<file path="src/hw/rcrs_pkg.sv">
// Package for the run command and reference select block
package rcrs_pkg;

    // ************************************************************
    // Source, mode and function codes
    // ************************************************************
    localparam logic [1:0] SRC_KEYPAD   = 2'h0;
    localparam logic [1:0] SRC_TERMINAL = 2'h1;
    localparam logic [1:0] SRC_COMM     = 2'h2;

    localparam logic [1:0] TM_TWO_ONE   = 2'h0;
    localparam logic [1:0] TM_TWO_TWO   = 2'h1;
    localparam logic [1:0] TM_THREE_ONE = 2'h2;
    localparam logic [1:0] TM_THREE_TWO = 2'h3;

    localparam logic [6:0] FN_FORWARD   = 7'h01;
    localparam logic [6:0] FN_REVERSE   = 7'h02;
    localparam logic [6:0] FN_THREE_EN  = 7'h03;
    localparam logic [6:0] FN_JOG_FWD   = 7'h04;
    localparam logic [6:0] FN_JOG_REV   = 7'h05;
    localparam logic [6:0] FN_COAST     = 7'h06;
    localparam logic [6:0] FN_RESET_FLT = 7'h07;
    localparam logic [6:0] FN_UP        = 7'h0a;
    localparam logic [6:0] FN_DOWN      = 7'h0b;
    localparam logic [6:0] FN_SWAP_AB   = 7'h0d;
    localparam logic [6:0] FN_COMB_TO_A = 7'h0e;
    localparam logic [6:0] FN_COMB_TO_B = 7'h0f;

    localparam logic [2:0] CM_A    = 3'h0;
    localparam logic [2:0] CM_B    = 3'h1;
    localparam logic [2:0] CM_SUM  = 3'h2;
    localparam logic [2:0] CM_DIFF = 3'h3;
    localparam logic [2:0] CM_MAX  = 3'h4;
    localparam logic [2:0] CM_MIN  = 3'h5;

    // ************************************************************
    // Timing
    // ************************************************************
    localparam int CLK_MHZ        = 125;
    localparam int DEBOUNCE_US    = 10;
    localparam int DEBOUNCE_TICKS = DEBOUNCE_US * CLK_MHZ;

    // Decoded terminal functions
    typedef struct packed {
        logic forward_input;
        logic reverse_input;
        logic threeEn;
        logic jogFwd;
        logic jogRev;
        logic coast;
        logic resetFault;
        logic up;
        logic down;
        logic swapAb;
        logic combToA;
        logic combToB;
    } rcrs_func_type;

    // Run command leaving the block
    typedef struct packed {
        logic run;
        logic reverse;
        logic jog;
        logic decelStop;
        logic coastStop;
        logic faultReset;
    } rcrs_cmd_type;

endpackage

</file>
<file path="src/hw/rcrs_top.sv">
// Run command source select, terminal decode and frequency reference combine
// Notes on behaviour
// - Run source select: 0 keypad, 1 terminals, 2 communication; default 0.
// - Keypad run key starts and lights indicator; stop key stops, indicator off.
// - Input function codes: 1 fwd, 2 rev, 3 three-wire, 4/5 jog, 6 coast, 7 reset.
// - Terminal mode select: two-wire one/two, three-wire one/two; default 0.
// - Two-wire one: off/off stop, fwd only forward, rev only reverse, both hold.
// - Two-wire two: forward input enables, reverse input picks direction.
// - Three-wire one: forward edge starts in reverse level direction; reverse toggles.
// - Three-wire two: forward edge runs forward, reverse edge runs reverse.
// - Three-wire modes decelerate to stop when enable input opens.
// - Two-wire: after a foreign stop, terminal must be re-triggered to run.
// - Communication source takes start and stop from Modbus written values.
// - Effective reference is main reference plus up/down accumulated adjustment.
// - Functions 10 and 11 raise or lower reference at set rates while closed.
// - Combine mode: A, B, A+B, A-B, max, min; default 0.
// - Main reference may switch between A and B while running.
// - Function 13 swaps A and B in combine modes A and B only; 14 and 15 force combined to A or B.
`timescale 1ns/1ps
`default_nettype none
module rcrs_top
    import rcrs_pkg::*;
#(
    parameter int NUM_INPUTS = 9,
    parameter int REF_WIDTH  = 16,
    parameter int DEB_TICKS  = DEBOUNCE_TICKS
) (
    input  wire logic                          clk,
    input  wire logic                          rst,
    input  wire logic [1:0]                    runSourceSelect,
    input  wire logic [1:0]                    terminalModeSelect,
    input  wire logic [2:0]                    referenceCombineMode,
    input  wire logic [NUM_INPUTS*7-1:0]       inputFunctionSelect,
    input  wire logic [NUM_INPUTS-1:0]         digitalInputs,
    input  wire logic                          runKey,
    input  wire logic                          stopResetKey,
    input  wire logic                          commStart,
    input  wire logic                          commStop,
    input  wire logic                          commReverse,
    input  wire logic                          otherStop,
    input  wire logic signed [REF_WIDTH-1:0]   channelA,
    input  wire logic signed [REF_WIDTH-1:0]   channelB,
    input  wire logic [REF_WIDTH-1:0]          upRateSetting,
    input  wire logic [REF_WIDTH-1:0]          downRateSetting,
    output var  logic                          runIndicator,
    output var  rcrs_cmd_type                  runCommand,
    output var  logic signed [REF_WIDTH-1:0]   effectiveReference
);

    // ************************************************************
    // Terminal conditioning
    // ************************************************************
    logic [NUM_INPUTS-1:0] syncA_reg;
    logic [NUM_INPUTS-1:0] syncB_reg;
    logic [NUM_INPUTS-1:0] stable_reg;
    logic [15:0]           debCount_reg [NUM_INPUTS];

    // Two flops then a hold-off counter; bounce shorter than DEB_TICKS is lost
    always_ff @(posedge clk or posedge rst) begin
        if (rst) begin
            syncA_reg <= '0;
            syncB_reg <= '0;
        end else begin
            syncA_reg <= digitalInputs;
            syncB_reg <= syncA_reg;
        end
    end

    genvar gi;
    generate
        for (gi = 0; gi < NUM_INPUTS; gi++) begin : gDeb
            // Level accepted only after staying put for the full window
            always_ff @(posedge clk or posedge rst) begin
                if (rst) begin
                    debCount_reg[gi] <= '0;
                    stable_reg[gi]   <= 1'b0;
                end else if (syncB_reg[gi] == stable_reg[gi]) begin
                    debCount_reg[gi] <= '0;
                end else if (debCount_reg[gi] >= 16'(DEB_TICKS - 1)) begin
                    debCount_reg[gi] <= '0;
                    stable_reg[gi]   <= syncB_reg[gi];
                end else begin
                    debCount_reg[gi] <= debCount_reg[gi] + 16'h0001;
                end
            end
        end
    endgenerate

    // ************************************************************
    // Function decode
    // ************************************************************
    rcrs_func_type func;

    // OR of every input holding each function code
    always_comb begin
        func = '0;
        for (int i = 0; i < NUM_INPUTS; i++) begin
            if (stable_reg[i]) begin
                unique case (inputFunctionSelect[i*7 +: 7])
                    FN_FORWARD:   func.forward_input        = 1'b1;
                    FN_REVERSE:   func.reverse_input        = 1'b1;
                    FN_THREE_EN:  func.threeEn    = 1'b1;
                    FN_JOG_FWD:   func.jogFwd     = 1'b1;
                    FN_JOG_REV:   func.jogRev     = 1'b1;
                    FN_COAST:     func.coast      = 1'b1;
                    FN_RESET_FLT: func.resetFault = 1'b1;
                    FN_UP:        func.up         = 1'b1;
                    FN_DOWN:      func.down       = 1'b1;
                    FN_SWAP_AB:   func.swapAb     = 1'b1;
                    FN_COMB_TO_A: func.combToA    = 1'b1;
                    FN_COMB_TO_B: func.combToB    = 1'b1;
                    default:      ;
                endcase
            end
        end
    end

    logic fwdPrev_reg;
    logic revPrev_reg;
    always_ff @(posedge clk or posedge rst) begin
        if (rst) begin
            fwdPrev_reg <= 1'b0;
            revPrev_reg <= 1'b0;
        end else begin
            fwdPrev_reg <= func.forward_input;
            revPrev_reg <= func.reverse_input;
        end
    end
    logic fwdRise;
    logic revRise;
    logic revToggle;
    assign fwdRise   = func.forward_input & ~fwdPrev_reg;
    assign revRise   = func.reverse_input & ~revPrev_reg;
    assign revToggle = func.reverse_input ^ revPrev_reg;

    // ************************************************************
    // Run state
    // ************************************************************
    logic running_reg;
    logic reverse_reg;
    logic blocked_reg;
    logic running_next;
    logic reverse_next;
    logic blocked_next;
    logic decel_next;

    // Blocked flag keeps a foreign stop from being undone by a held terminal
    always_comb begin
        logic want;
        logic dir;
        want         = 1'b0;
        dir          = reverse_reg;
        running_next = running_reg;
        reverse_next = reverse_reg;
        blocked_next = blocked_reg;
        decel_next   = 1'b0;
        unique case (runSourceSelect)
            SRC_KEYPAD: begin
                if (runKey) begin
                    running_next = 1'b1;
                end else if (stopResetKey && running_reg) begin
                    running_next = 1'b0;
                end
            end
            SRC_TERMINAL: begin
                unique case (terminalModeSelect)
                    TM_TWO_ONE, TM_TWO_TWO: begin
                        if (terminalModeSelect == TM_TWO_ONE) begin
                            // Both closed holds the present state
                            if (func.forward_input ^ func.reverse_input) begin
                                want = 1'b1;
                                dir  = func.reverse_input;
                            end else if (func.forward_input) begin
                                want = running_reg;
                            end
                        end else begin
                            want = func.forward_input;
                            dir  = func.reverse_input;
                        end
                        if (!func.forward_input && !func.reverse_input) begin
                            blocked_next = 1'b0;
                        end
                        if (otherStop || func.coast) begin
                            running_next = 1'b0;
                            blocked_next = func.forward_input | func.reverse_input;
                        end else if (!blocked_reg) begin
                            running_next = want;
                            reverse_next = dir;
                        end
                    end
                    default: begin
                        if (!func.threeEn || otherStop || func.coast) begin
                            running_next = 1'b0;
                            decel_next   = ~func.threeEn & running_reg;
                        end else if (terminalModeSelect == TM_THREE_ONE) begin
                            if (fwdRise && !running_reg) begin
                                running_next = 1'b1;
                                reverse_next = func.reverse_input;
                            end else if (running_reg && revToggle) begin
                                reverse_next = ~reverse_reg;
                            end
                        end else begin
                            if (fwdRise) begin
                                running_next = 1'b1;
                                reverse_next = 1'b0;
                            end else if (revRise) begin
                                running_next = 1'b1;
                                reverse_next = 1'b1;
                            end
                        end
                    end
                endcase
            end
            default: begin
                if (commStop) begin
                    running_next = 1'b0;
                end else if (commStart) begin
                    running_next = 1'b1;
                    reverse_next = commReverse;
                end
            end
        endcase
    end

    always_ff @(posedge clk or posedge rst) begin
        if (rst) begin
            running_reg  <= 1'b0;
            reverse_reg  <= 1'b0;
            blocked_reg  <= 1'b0;
            runIndicator <= 1'b0;
            runCommand   <= '0;
        end else begin
            running_reg  <= running_next;
            reverse_reg  <= reverse_next;
            blocked_reg  <= blocked_next;
            runIndicator <= running_next;
            runCommand.run        <= running_next;
            runCommand.reverse    <= reverse_next;
            runCommand.jog        <= (runSourceSelect == SRC_TERMINAL)
                                   & (func.jogFwd | func.jogRev) & ~running_next;
            runCommand.decelStop  <= decel_next;
            runCommand.coastStop  <= (runSourceSelect == SRC_TERMINAL) & func.coast;
            runCommand.faultReset <= func.resetFault;
        end
    end

    // ************************************************************
    // Frequency reference
    // ************************************************************
    logic signed [REF_WIDTH-1:0] mainRef;
    logic signed [REF_WIDTH-1:0] updown_reg;

    // Combine and override are combinational, so switching needs no stop
    always_comb begin
        if (referenceCombineMode == CM_A) begin
            mainRef = func.swapAb ? channelB : channelA;
        end else if (referenceCombineMode == CM_B) begin
            mainRef = func.swapAb ? channelA : channelB;
        end else if (func.combToA) begin
            mainRef = channelA;
        end else if (func.combToB) begin
            mainRef = channelB;
        end else begin
            unique case (referenceCombineMode)
                CM_SUM:  mainRef = channelA + channelB;
                CM_DIFF: mainRef = channelA - channelB;
                CM_MAX:  mainRef = (channelA > channelB) ? channelA : channelB;
                default: mainRef = (channelA < channelB) ? channelA : channelB;
            endcase
        end
    end

    // Up/down offset ramps per clock while a terminal is closed
    always_ff @(posedge clk or posedge rst) begin
        if (rst) begin
            updown_reg <= '0;
        end else if (func.up && !func.down) begin
            updown_reg <= updown_reg + $signed(upRateSetting);
        end else if (func.down && !func.up) begin
            updown_reg <= updown_reg - $signed(downRateSetting);
        end
    end

    always_ff @(posedge clk or posedge rst) begin
        if (rst) begin
            effectiveReference <= '0;
        end else begin
            effectiveReference <= mainRef + updown_reg;
        end
    end

endmodule
`default_nettype wire

</file>
<file path="config.mk">
export PLATFORM = sky130hd
export DESIGN_NAME = rcrs_top
export DESIGN_NICKNAME = d
export VERILOG_FILES = /design/src/hw/rcrs_pkg.sv /design/src/hw/rcrs_top.sv
export SDC_FILE = /design/constraint.sdc
export NUM_CORES = 1
export LEC_CHECK = 0
export BUFFER_PORTS_ARGS = -buffer_cell sky130_fd_sc_hd__clkbuf_2
export CAP_MARGIN = 0
export CORE_MARGIN = 1
export CORE_UTILIZATION = 30
export DETAILED_ROUTE_END_ITERATION = 6
export MAX_ROUTING_LAYER = met4
export PLACE_DENSITY = 0.44
export SLEW_MARGIN = 10
export SYNTH_ARGS = -nofsm -noshare
export SYNTH_HDL_FRONTEND = slang
export SYNTH_SLANG_ARGS = --single-unit
export TNS_END_PERCENT = 30
</file>
<file path="constraint.sdc">
create_clock -name clk -period 12.4 [get_ports clk]
set_input_delay 2.48 -clock clk [delete_from_list [all_inputs] [get_ports clk]]
set_output_delay 2.48 -clock clk [all_outputs]
set_load 0.1 [all_outputs]
</file>
==> results list <==
- Cts bufs inserted: 26
* Commonest non-fill, non-tap cell in the layout: sky130_fd_sc_hd__dfrtp_1
- For this run, the number of standard cells in the final layout without fillers is 2,378.
* Clock insertion delay at the later pin of the skew report: 540 ps
* Slew Limit Headroom: 31.2%
- Routed metal-1 wirelength: 19,500 µm
- Clock tree synthesis found a total of 212 sinks.
- For this run, the leading register cell type out of synthesis is sky130_fd_sc_hd__dfrtp_1.
- TritonCTS built the clock tree.
- Setup repair after global routing missed its margin: false
- Starting Density: 30.6%
- Of the cells placed in the final design, the portion with a size suffix greater than 1 is 15.4%.
- Wirelength, routed: 40,000 µm
* Cell type of the slowest stage on the worst timing path: sky130_fd_sc_hd__nand2b_1
- Most used cells in the layout excluding fill and tap cells: sky130_fd_sc_hd__dfrtp_1 (212), sky130_fd_sc_hd__nor2_1 (195), sky130_fd_sc_hd__clkbuf_2 (173)
- The run finished with clean final reports.
- Slew at the pin with the worst max-slew slack: 1030 ps
* Post-layout net count: 1,997
- Std cell rows: 78
- Routability congestion estimate from global placement: 0.903
* Cell depth of the worst flop-to-flop path: 21
- From bottom edge to top edge, the die measures 218 µm.
- Initial antenna violation count: 10
- In this run the worst path has a maximum fanout of 15.
* Number of synthesized register bits: 212
- The tree is rooted in a sky130_fd_sc_hd__clkbuf_16.
* Post-layout minimum cycle time: 7580 ps
- Max frequency: 132 MHz
* Met3 wirelength from detailed routing: 1780 µm
* Ys async rst share: 100%
- The first detailed-routing pass ran for 5 iterations.
- Area of the core region: 0.0456 mm²
- The floorplan step defined a die boundary enclosing 0.0473 mm².
* Remaining number of nets flagged by the antenna check after routing: 0
- Global routing finished with a remaining overflow of 0.
- Counting along the longest clock path gives a buffer depth of 3.
* Crit share post-route: 61.1%
- Wire length of the first global-routing pass: 63,700 µm
* Avg Inst Size Synth: 9.02 µm²
- Routed wl met2: 17,800 µm
- Ordered cell list for the critical path: clkbuf_2 -> inv_1 -> ha_1 -> a21oi_1 -> o21ai_1 -> a221oi_2 -> a31oi_4 -> and2_1 -> nand2b_1 -> o221ai_1 -> a21oi_1 -> ha_1 -> fa_1 -> a21o_1 -> a21oi_1 -> o21bai_1 -> a21oi_1 -> o21ai_1 -> a21o_1 -> a2111o_1 -> a221o_1 -> xor2_1
- The worst hold path passes through 0 cells.
- Count of hold buffers inserted by post-cts repair: 0
- Critical path capture point type: flop
- In this run the static leakage power is 0.00723 µW.
- I/O pin count: 174
- For this run, the register share of the synthesized area comes to 38.1%.
* Power Density: 153 mW/mm²
* Highest Signal Layer: met4
- Cell with the most instances on the worst path: sky130_fd_sc_hd__a21oi_1
- Total number of vias: 11.7k
* Count of cell types in the netlist: 98
* Pin count of the biggest net entering global routing: 81
- Global routing used 17.6% of the available tracks across all layers.
- Clock-pin slew was measured on the worst setup and hold paths at 60 ps.
- Avg WL per Cell: 16.8 µm
- Syn. warnings: 0
* Element type at the critical path start: primary input
* Critical path class: in -> reg
- The number of hold violations in the final report was 0.
- Total negative slack: 0 ps
- Vias per std cell: 4.92
- Data arrives at the worst endpoint at 8000 ps.
- The worst-case IR drop observed on VDD is 0.117 mV.
- In this run, placement finished with an instance count of 2,321.
- From synthesis to final layout, the design area changed by 18.1%.
* Setup fix buffers added after clock tree synthesis: 0
- Horizontal die dimension: 218 µm
- The count of buffers added on input and output ports is 173.
- Gates resized during post-CTS repair numbered 0.
* Count of endpoints failing setup in the final report: 0
* Stage delay of the slowest cell on the critical path: 490 ps
- First DRT Iteration DRCs: 803
- Count of flip-flops with a built-in enable after synthesis: 0
- Mapped Cells: 1,545
- Final-report max-slew violation count: 0
- In this run the cell area of the synthesized design comes to 0.0139 mm².
- Max-cap violations in this run came to 0.
- Via count of the first global-routing pass: 11.5k
- Clock skew on the completed layout was measured at 23.4 ps.
- For this run, design rule violations remaining after detail routing come to 0.
* H-tree depth: 1
- Largest register FFs: 144
- Path category of the worst min-delay check: reg -> reg
- Final HPWL DP: 31,400 µm
* Req. time, crit path: 12,820 ps
==> per-layer routing <==
metal  track usage [%]  up-vias
met4              4.48        0
li1                  -     5883
met2              26.7      236
met5                 -        -
met3              3.47       54
met1              23.8     5534
==> critical path: cells and delay by family <==
family / cells / cell delay (ps)
AOI/OAI and AO/OA: 14 / 3240
adders and majority gates: 3 / 1100
and+or+nand+nor: 2 / 860
buffers and inverters: 2 / 170
xor gates and xnor gates: 1 / 140
==> cells in the mapped netlist (all sizes together) (8+ instances only) <==
cell,number,area share [%]
dfrtp,212,38
nor2,198,5.5
nand2,105,2.8
ha,93,8.3
inv,92,2.5
o21ai,86,3.1
nand3,83,3.0
a21oi,75,2.9
xor2,67,4.2
xnor2,63,4.0
nor3,46,1.8
clkbuf,28,0.90
nand4,25,1.2
and3,24,1.1
o31ai,23,1.2
nor4,20,1.0
nand2b,19,0.91
a211oi,16,0.90
buf,16,0.90
nor2b,16,0.72
a31oi,15,0.78
and2,15,0.68
nand3b,15,0.81
a21o,13,0.70
mux2,12,0.97
or3,12,0.58
o22ai,11,0.49
a2111oi,10,0.72
nor4b,8,0.86
o211ai,8,0.50
o21a,8,0.43
o21bai,8,0.43
==> where the power goes <==
group / switching, µW / internal [µW] / leakage [µW]
combinational: 592 / 288 / 0.00404
sequential: 56.6 / 763 / 0.00273
clock: 295 / 523 / 0.000454
==> stage by stage <==
step                hold WS [ps]  setup WS (ps)  power (µW)  area (µm²)  util [%]
global placement             334           4460        1720       15500      34.0
CTS                          348           4900        2550       16400      36.1
finish                       341           4820        2520       16500      36.1
floorplan                    331           4130        1500       14100         -
detailed placement           336           4340        1710       15500      34.0
global route                 359           4420        2670       16500      36.1
==> layout make-up <==
class / count / area, µm²
sequential: 212 / 5310
clock buffer: 36 / 749
multi-input combinational: 1241 / 8200
timing repair buffer: 176 / 888
fill: 4661 / 29100
clock inverter: 10 / 181
tap: 600 / 751
antenna: 11 / 27.5
inverter: 92 / 353
==> cell families after synthesis <==
family          count (synthesis)  synth area share, %
buf+inv                       136                 4.27
xor+xnor                      130                 8.17
compound gates                329                 16.1
other cells                     1               0.0269
simple gates                  621                 23.0
fa+ha+maj                      97                 8.92
mux                            19                 1.47
flops                         212                 38.1
==> path summary, 6_finish.rpt <==
path	slack, ps	start	endpoint
setup / recovery	4820	channelB[9]	effectiveReference[14]
hold / removal	340	syncA_reg[8]	syncB_reg[8]
setup reg to reg	6790	stable_reg[4]	updown_reg[14]
hold reg to reg	340	syncA_reg[8]	syncB_reg[8]
max in group asynchronous	9010	rst	debCount_reg[69]
min in group asynchronous	1970	rst	runCommand[2]
No activity file was read; power rests on OpenSTA's default activity.
